## config.mk

```make
export PLATFORM = sky130hd
export DESIGN_NAME = lfc_fault_ctrl
export DESIGN_NICKNAME = d
export VERILOG_FILES = /design/src/lfc_fault_ctrl.v
export VERILOG_INCLUDE_DIRS = /design/src
export SDC_FILE = /design/constraint.sdc
export NUM_CORES = 1
export LEC_CHECK = 0
export BUFFER_PORTS_ARGS = -buffer_cell sky130_fd_sc_hd__clkbuf_2
export CELL_PAD_IN_SITES_DETAIL_PLACEMENT = 0
export CELL_PAD_IN_SITES_GLOBAL_PLACEMENT = 1
export CORE_MARGIN = 1
export CORE_UTILIZATION = 25
export CTS_BUF_LIST = sky130_fd_sc_hd__clkbuf_8
export CTS_CLUSTER_SIZE = 16
export DETAILED_ROUTE_END_ITERATION = 6
export HOLD_SLACK_MARGIN = 0.08
export PLACE_DENSITY_LB_ADDON = 0.3
export SYNTH_ARGS = -nofsm -noshare
export SYNTH_HDL_FRONTEND = slang
export SYNTH_SLANG_ARGS = --single-unit
export TNS_END_PERCENT = 50
```

## constraint.sdc

```tcl
create_clock -name core_clk_i -period 3.9 [get_ports core_clk_i]
set_clock_uncertainty 0.05 [all_clocks]
set_input_delay 0.585 -clock core_clk_i [delete_from_list [all_inputs] [get_ports core_clk_i]]
set_output_delay 0.585 -clock core_clk_i [all_outputs]
set_load 0.02 [all_outputs]
```

## src/lfc_regs.vh

```
// register offsets, field positions and reset values of the fault control block
`ifndef LFC_REGS_VH
`define LFC_REGS_VH
`define LFC_ADDR_CFG 8'h1E
`define LFC_ADDR_FLAGS 8'h1F
`define LFC_CFG_RESET 8'h43
`define LFC_TH_HI 7
`define LFC_TH_LO 6
`define LFC_SMD_HI 5
`define LFC_SMD_LO 4
`define LFC_OMD_HI 3
`define LFC_OMD_LO 2
`define LFC_OTP_DIS 1
`define LFC_OCP_DIS 0
`define LFC_F_UV 5
`define LFC_F_OPEN 4
`define LFC_F_SHORT 3
`define LFC_F_OT 2
`define LFC_F_OC 1
`define LFC_F_OV 0
`define LFC_SMD_OFF 2'h0
`define LFC_SMD_FLAG 2'h1
`define LFC_SMD_STR 2'h2
`define LFC_SMD_LATCH 2'h3
`define LFC_OMD_FLAG 2'h0
`define LFC_OMD_STR 2'h1
`define LFC_OMD_LATCH 2'h2
`define LFC_TH_RSV 2'h3
`endif

```

## src/lfc_fault_ctrl.v

```verilog
// fault response configuration and fault flags that clear on read except while latched off
`timescale 1ns/100ps
`include "lfc_regs.vh"

module lfc_fault_ctrl #(
	parameter CHANNELS = 3
) (
	input wire core_clk_i,
	input wire reset_n_i,
	input wire reg_wr_i,
	input wire reg_rd_i,
	input wire [7:0] reg_addr_i,
	input wire [7:0] reg_wdata_i,
	output reg [7:0] reg_rdata_o,
	input wire [CHANNELS-1:0] sink_above_2v_i,
	input wire [CHANNELS-1:0] sink_above_3v_i,
	input wire [CHANNELS-1:0] sink_above_5v_i,
	input wire [CHANNELS-1:0] string_open_i,
	input wire overvoltage_i,
	input wire undervoltage_i,
	input wire thermal_i,
	input wire overcurrent_i,
	input wire flash_timeout_i,
	input wire flash_enable_wr_i,
	input wire flash_enable_wdata_i,
	output reg flash_mode_enable_o,
	output reg [CHANNELS-1:0] string_off_o,
	output reg chip_latched_off_o,
	output wire [1:0] short_threshold_sel_o
);

	reg [7:0] cfg_q;
	reg [7:0] cfg_d;
	reg [5:0] flags_q;
	reg [5:0] flags_d;
	reg [5:0] flag_set;
	reg latch_d;
	reg [CHANNELS-1:0] string_off_d;
	reg flash_d;
	reg [7:0] rdata_d;
	reg [CHANNELS-1:0] short_det;
	reg short_evt;
	reg open_evt;
	reg any_evt;
	reg latch_req;
	reg [CHANNELS-1:0] drop_req;
	wire [1:0] th_sel;
	wire [1:0] smd;
	wire [1:0] omd;
	wire otp_dis;
	wire ocp_dis;
	wire wr_cfg;
	wire rd_cfg;
	wire rd_flags;
	wire rd_clear;

	// address match, shared by the write and read decode
	function addr_hit;
		input [7:0] addr;
		input [7:0] target;
		begin
			addr_hit = (addr == target);
		end
	endfunction

	// mode field compare, used by the short and open mode decodes
	function mode_is;
		input [1:0] field;
		input [1:0] code;
		begin
			mode_is = (field == code);
		end
	endfunction

	// per-string sticky off
	function [CHANNELS-1:0] sticky;
		input [CHANNELS-1:0] held;
		input [CHANNELS-1:0] set;
		begin
			sticky = held | set;
		end
	endfunction

	// reserved threshold code detects nothing rather than guessing a level
	function [CHANNELS-1:0] pick_level;
		input [1:0] code;
		input [CHANNELS-1:0] lvl_2v;
		input [CHANNELS-1:0] lvl_3v;
		input [CHANNELS-1:0] lvl_5v;
		begin
			case (code)
			2'h0: begin
				pick_level = lvl_2v;
			end
			2'h1: begin
				pick_level = lvl_3v;
			end
			2'h2: begin
				pick_level = lvl_5v;
			end
			default: begin
				pick_level = {CHANNELS{1'b0}};
			end
			endcase
		end
	endfunction

	assign th_sel = cfg_q[`LFC_TH_HI:`LFC_TH_LO];
	assign smd = cfg_q[`LFC_SMD_HI:`LFC_SMD_LO];
	assign omd = cfg_q[`LFC_OMD_HI:`LFC_OMD_LO];
	assign otp_dis = cfg_q[`LFC_OTP_DIS];
	assign ocp_dis = cfg_q[`LFC_OCP_DIS];
	assign short_threshold_sel_o = th_sel;

	assign wr_cfg = reg_wr_i && addr_hit(reg_addr_i, `LFC_ADDR_CFG);
	assign rd_cfg = reg_rd_i && addr_hit(reg_addr_i, `LFC_ADDR_CFG);
	assign rd_flags = reg_rd_i && addr_hit(reg_addr_i, `LFC_ADDR_FLAGS);
	// flags not cleared by reads while latched off so the cause survives to reset
	assign rd_clear = rd_flags && !chip_latched_off_o;

	always @* begin
		short_det = pick_level(th_sel, sink_above_2v_i, sink_above_3v_i, sink_above_5v_i);
	end

	always @* begin
		short_evt = 1'b0;
		open_evt = |string_open_i;
		if (!mode_is(smd, `LFC_SMD_OFF)) begin
			short_evt = |short_det;
		end
	end

	// requests are ORed, so any cause wins
	always @* begin
		drop_req = {CHANNELS{1'b0}};
		latch_req = 1'b0;
		if (mode_is(smd, `LFC_SMD_STR)) begin
			drop_req = drop_req | short_det;
		end
		if (mode_is(smd, `LFC_SMD_LATCH)) begin
			if (short_evt) begin
				latch_req = 1'b1;
			end
		end
		if (mode_is(omd, `LFC_OMD_STR)) begin
			if (overvoltage_i) begin
				drop_req = drop_req | string_open_i;
			end
		end
		if (mode_is(omd, `LFC_OMD_LATCH)) begin
			if (overvoltage_i) begin
				latch_req = 1'b1;
			end
		end
		if (thermal_i) begin
			if (!otp_dis) begin
				latch_req = 1'b1;
			end
		end
		if (overcurrent_i) begin
			if (!ocp_dis) begin
				latch_req = 1'b1;
			end
		end
	end

	// any detected fault counts as a protection event for flash
	always @* begin
		any_evt = 1'b0;
		if (short_evt || open_evt) begin
			any_evt = 1'b1;
		end
		if (overvoltage_i || undervoltage_i) begin
			any_evt = 1'b1;
		end
		if (thermal_i || overcurrent_i) begin
			any_evt = 1'b1;
		end
	end

	always @* begin
		flag_set = 6'h00;
		flag_set[`LFC_F_UV] = undervoltage_i;
		flag_set[`LFC_F_OPEN] = open_evt;
		flag_set[`LFC_F_SHORT] = short_evt;
		flag_set[`LFC_F_OT] = thermal_i;
		flag_set[`LFC_F_OC] = overcurrent_i;
		flag_set[`LFC_F_OV] = overvoltage_i;
	end

	// clear first, then set, so a fault in the read cycle is not lost
	always @* begin
		flags_d = flags_q;
		if (rd_clear) begin
			flags_d = 6'h00;
		end
		flags_d = flags_d | flag_set;
	end

	always @* begin
		cfg_d = cfg_q;
		if (wr_cfg) begin
			cfg_d = reg_wdata_i;
		end
	end

	// fault clearing does not release the latch, only reset does
	always @* begin
		latch_d = chip_latched_off_o;
		if (latch_req) begin
			latch_d = 1'b1;
		end
	end

	// dropped strings stay off until reset
	always @* begin
		string_off_d = sticky(string_off_o, drop_req);
	end

	// timeout and protection win over a host enable in the same cycle
	always @* begin
		flash_d = flash_mode_enable_o;
		if (flash_timeout_i || any_evt) begin
			flash_d = 1'b0;
		end else if (flash_enable_wr_i) begin
			flash_d = flash_enable_wdata_i;
		end
	end

	// read data moves only on a read; unmapped reads give zero
	always @* begin
		rdata_d = reg_rdata_o;
		if (reg_rd_i) begin
			rdata_d = 8'h00;
			if (rd_cfg) begin
				rdata_d = cfg_q;
			end
			if (rd_flags) begin
				rdata_d = {2'h0, flags_q};
			end
		end
	end

	always @(posedge core_clk_i or negedge reset_n_i) begin
		if (!reset_n_i) begin
			cfg_q <= `LFC_CFG_RESET;
		end else begin
			cfg_q <= cfg_d;
		end
	end

	always @(posedge core_clk_i or negedge reset_n_i) begin
		if (!reset_n_i) begin
			flags_q <= 6'h00;
		end else begin
			flags_q <= flags_d;
		end
	end

	always @(posedge core_clk_i or negedge reset_n_i) begin
		if (!reset_n_i) begin
			chip_latched_off_o <= 1'b0;
		end else begin
			chip_latched_off_o <= latch_d;
		end
	end

	always @(posedge core_clk_i or negedge reset_n_i) begin
		if (!reset_n_i) begin
			string_off_o <= {CHANNELS{1'b0}};
		end else begin
			string_off_o <= string_off_d;
		end
	end

	always @(posedge core_clk_i or negedge reset_n_i) begin
		if (!reset_n_i) begin
			flash_mode_enable_o <= 1'b0;
		end else begin
			flash_mode_enable_o <= flash_d;
		end
	end

	always @(posedge core_clk_i or negedge reset_n_i) begin
		if (!reset_n_i) begin
			reg_rdata_o <= 8'h00;
		end else begin
			reg_rdata_o <= rdata_d;
		end
	end

endmodule

```

# After elaboration in Yosys (flattened, before gate mapping)

Index checks and enable logic that the tools add are counted.

Register bits: 27
Bits in latches: 0
Bits in writable memories: 0
Memory bits (read-only): 0
Bits of input ports: 39
Output and inout port bits: 15
Logic and storage cells: 52
Memories kept: 0

$add $sub $neg: 0
$mul: 0
Divide/modulo/power cells: 0
$lt $le $gt $ge: 0
Equality and inequality tests: 8
Shift-type cells: 0
Mux-type cells: 21
Bitwise logic cells: 3
Reduce and logical (&&, ||, !) cells: 14

Operators by type and width:

| operator             | count |
|---|---|
| $eq A8 B5 Y1 const B | 2 |
| $mux W8              | 2 |
| $mux W1              | 14 |
| $mux W3              | 3 |
| $pmux W3 S3          | 1 |
| $eq A2 B2 Y1 const B | 4 |
| $mux W6              | 1 |
| $or A3 B3 Y3         | 2 |
| $or A6 B6 Y6         | 1 |
| $reduce_or A3 Y1     | 2 |
| $eq A2 B1 Y1 const B | 2 |
| $logic_and A1 B1 Y1  | 4 |
| $logic_not A2 Y1     | 2 |
| $logic_or A1 B1 Y1   | 4 |
| $reduce_bool A2 Y1   | 1 |
| $logic_not A1 Y1     | 1 |

# Longest topological paths before layout

Depth in word-level cells: 12
Mapped depth: 5
Mapped depth without buffers: 4

# Worst setup path after synthesis

Ideal clock, no wire load.

Kind: input -> register
Start: input port reg_addr_i[6]
End: register flags_q[4]
Setup time: 0.129 ns
Data arrival time: 1.601 ns
Data required time: 3.721 ns
Setup slack: 2.120 ns
Stages on the path: 5
Buffers on the path: 1
Path through: and4bb_2 -> and3_1 -> buf_6 -> nand2b_4 -> a2111o_1

Word-level cells in the longest chain between the ends: 5

RTL lines:

| item                   | line                 | source |
|---|---|---|
| start: declaration     | lfc_fault_ctrl.v:12  | `input wire [7:0] reg_addr_i,` |
| $eq A8 B5 Y1           | lfc_fault_ctrl.v:62  | `addr_hit = (addr == target);` |
| $logic_and A1 B1 Y1    | lfc_fault_ctrl.v:117 | `` assign rd_flags = reg_rd_i && addr_hit(reg_addr_i, `LFC_ADDR_FLAGS); `` |
| $logic_and A1 B1 Y1    | lfc_fault_ctrl.v:119 | `assign rd_clear = rd_flags && !chip_latched_off_o;` |
| $mux W6                | lfc_fault_ctrl.v:194 | `if (rd_clear) begin` |
| $or A6 B6 Y6           | lfc_fault_ctrl.v:197 | `flags_d = flags_d \| flag_set;` |
| via flags_d[4]         | lfc_fault_ctrl.v:35  | `reg [5:0] flags_d;` |
| end signal: assignment | lfc_fault_ctrl.v:256 | `flags_q <= flags_d;` |
| end: declaration       | lfc_fault_ctrl.v:34  | `reg [5:0] flags_q;` |

The timed path passes the listed nets, and every way through them passes these cells.
A chain may end at the register's enable or synchronous reset.

# Worst setup path after layout

Start: input port reg_rd_i
End: register flags_q[4]

Word-level cells in the longest chain between the ends: 4

RTL lines:

| item                | line                 | source |
|---|---|---|
| start: declaration  | lfc_fault_ctrl.v:11  | `input wire reg_rd_i,` |
| $logic_and A1 B1 Y1 | lfc_fault_ctrl.v:117 |  |
| $logic_and A1 B1 Y1 | lfc_fault_ctrl.v:119 |  |
| $mux W6             | lfc_fault_ctrl.v:194 |  |
| $or A6 B6 Y6        | lfc_fault_ctrl.v:197 |  |
| via flags_d[4]      | lfc_fault_ctrl.v:35  |  |

The timed path passes the listed nets, and every way through them passes these cells.

==> impl_metrics.py <==
metrics = {
    "die": {
        "row_count": 25,
        "initial_core_util_pct": 26.1,
        "io_pins": 54,
        "core_area_um2": 4720,
        "dieHeight_um": 72.3,
        "fp.dieW_um": 72.3,
        "dieArea_um2": 5230,
    },
    "routing": {
        "dr.pass1.iters": 4,
        "post_drt_wl_per_cell_um": 14.0,
        "drtIter0Drc": 32,
        "drc_errors": 0,
        "viasPerCell": 4.47,
        "routed_wl_um": 3050,
        "dr_total_vias": 975,
        "postRouteAntennaNets": 0,
    },
    "global_routing": {
        "antenna_found_initial": 0,
        "grt_pass1_wl_um": 4730,
        "track_usage_pct": 11.9,
        "grt_start_max_net_pins": 28,
        "grt_pass1_vias": 954,
        "overflow": 0,
    },
    "critical_path": {
        "cp_top_family": "simple AND/OR/NAND/NOR gates",
        "worstSetupPathDepth": 5,
        "path_buf_inv": 1,
        "crit_chain": "clkbuf_2 -> and4b_1 -> and3_1 -> nand2b_4 -> a2111o_1",
        "worstPathArrival_ns": 1.87,
        "cpPeakStageDelay_ns": 0.41,
        "critPathSlowestCell": "a2111o_1",
        "reg2regPathDepth": 4,
        "cp_max_fo": 8,
        "crit_type": "in -> reg",
        "cp.required_ns": 4.01,
        "start_kind": "input port",
        "end_kind": "flip-flop",
    },
    "placement": {
        "dpl_worst_slack_ns": 1.85,
        "gp_congestion": 0.736,
        "dp.final_hpwl_um": 2300,
        "place_area_um2": 1550,
        "io_buffers": 53,
    },
    "finish": {
        "layout.nets": 191,
        "fillers": 492,
        "final_layout_size_suffix_gt1_share_pct": 50.3,
        "n_antenna_cell": 0,
        "seq_area_um2": 679,
        "multi_input_area_um2": 487,
        "final_area_um2": 1590,
        "synthToLayoutAreaGrowth_pct": 29.1,
    },
    "synthesis": {
        "ys_types": 32,
        "syn_inst": 99,
        "yosys_most_used_dff": "dfrtp_1",
        "yosysSeqAreaShare_pct": 55.0,
        "ys_top_cells_by_count": "dfrtp_1 (24), inv_1 (9), mux2_2 (8)",
        "yosysTopAreaCell": "dfrtp_1",
        "ys_async_sr_fraction_pct": 100,
        "synth_area_leaders": "dfrtp_1 (49%), mux2_2 (7.3%), dfstp_2 (6.4%)",
        "ys_ff_latch": 27,
        "yosys_warnings": 0,
        "avgSynthCellArea_um2": 12.5,
        "synth_edf_count": 0,
        "synth.most_common_cell": "dfrtp_1",
        "synth_top_cell_area_share_pct": 48.6,
        "netlist_area_um2": 1230,
        "syn_nets": 138,
    },
    "clock_network": {
        "holdBufCountCts": 0,
        "cts_buffers": 3,
        "post_cts_resized": 0,
        "postCtsSetupBuffers": 0,
        "root_buffer": "clkbuf_8",
        "clock-sinks": 27,
        "cts_buffer_depth": 2,
        "cts_tree": "done",
        "cts_htree_levels": 1,
        "worstSkewPairLatency_ns": 0.27,
        "cts.clk_slew.worst_paths_ns": 0.10,
    },
    "sta": {
        "fin_crit_sh_pct": 45.2,
        "finalSetupViolCount": 0,
        "slew_viol_final": 0,
        "fin_tns_setup_ns": 0,
        "period_needed_ns": 1.76,
        "max_freq_mhz": 567,
        "worst_slew_pin_slew_ns": 0.678,
        "whs_ns": 0.278,
        "hold_viol": 0,
        "setup_slack_ns": 2.14,
        "rsz0062_at_grt": "no",
        "max_slew_margin_pct": 54.8,
    },
    "outcome": {
        "status": "completed",
    },
    "power": {
        "p_per_area_nw_per_um2": 357,
        "p_total_uw": 570,
        "vdd_drop_max_mv": 0.116,
        "leakagePower_nw": 0.743,
    },
    "worst_hold_path": {
        "hp-class": "in -> async",
    },
    "run": {
        "drv_cap": 0,
    },
}
==> final cells by class <==
| class | instances | area share [%] |
|---|---|---|
| sequential | 27 | 42.6 |
| multi-input combinational | 58 | 30.5 |
| timing repair buffer | 53 | 16.6 |
| tap | 67 | 5.26 |
| clock buffer | 3 | 2.59 |
| inverter | 9 | 2.12 |
| clock inverter | 1 | 0.235 |
==> layer usage <==
metal	GRT usage [%]	wire, um	vias up
li1	-	-	473
met1	17.3	1430	467
met2	17.3	1430	33
met3	2.22	161	2
met4	4.58	24	0
met5	0	0	-
==> through the flow <==
| stage | util [%] | cells |
|---|---|---|
| after detailed placement | 32.8 | 214 |
| after CTS | 33.7 | 218 |
| after global routing | 33.7 | 218 |
| final | 33.7 | 218 |
| after global placement | 32.8 | 214 |
| after floorplan | - | 99 |
==> worst register-to-register path: cells and delay by family (launching register included) <==
family           cells  cell delay, ns
AO/OA/AOI/OAI        2            0.53
flip-flops           1            0.50
AND/OR/NAND/NOR      1            0.27
multiplexers         1            0.21
==> cells by family (layout without fill, tap and decap cells) <==
logic type             Yosys count  in the layout  share of synthesized area [%]
AO/OA/AOI/OAI                   30             30                           19.4
buffers and inverters           14             66                           5.57
flip-flops                      27             27                           55.0
multiplexers                    12             12                           10.5
AND/OR/NAND/NOR                 16             16                           9.52
==> worst paths after layout <==
kind,slack (ns),endpoint,startpoint
worst max-delay path,2.14,flags_q[4]$_DFF_PN0_,reg_rd_i
worst min-delay path,0.28,cfg_q[7]$_DFFE_PN0P_,reset_n_i
worst max register to register,2.25,flash_mode_enable_o$_DFFE_PN0P_,cfg_q[7]$_DFFE_PN0P_
worst min register to register,0.44,flags_q[5]$_DFF_PN0_,flags_q[5]$_DFF_PN0_
max in group asynchronous,3.08,flags_q[2]$_DFF_PN0_,reset_n_i
min in group core_clk_i,0.44,flags_q[5]$_DFF_PN0_,flags_q[5]$_DFF_PN0_
==> layout by cell type, fill, tap and decap left out, types with 3 or more instances in the layout <==
master and instances:
o21ai_0 6, inv_1 10, mux2_2 8, mux2i_1 4
dfrtp_1 24, clkbuf_8 3, clkbuf_2 53, a22oi_1 6
a21o_2 5, nand2_1 3, a221o_1 3, o2bb2ai_1 3
dfstp_2 3
==> where the power goes <==
part / internal [mW] / switching, mW
clock: 0.0706 / 0.0877
sequential: 0.302 / 0.0139
combinational: 0.0434 / 0.0523
==> sequential cells by signal, summed over array words and instances, names as in the netlist <==
name and flops:
reg_rdata_o 8, flash_mode_enable_o 1, string_off_o 3, flags_q 6, cfg_q 8, chip_latched_off_o 1
Power figures use the tool's default switching activity.
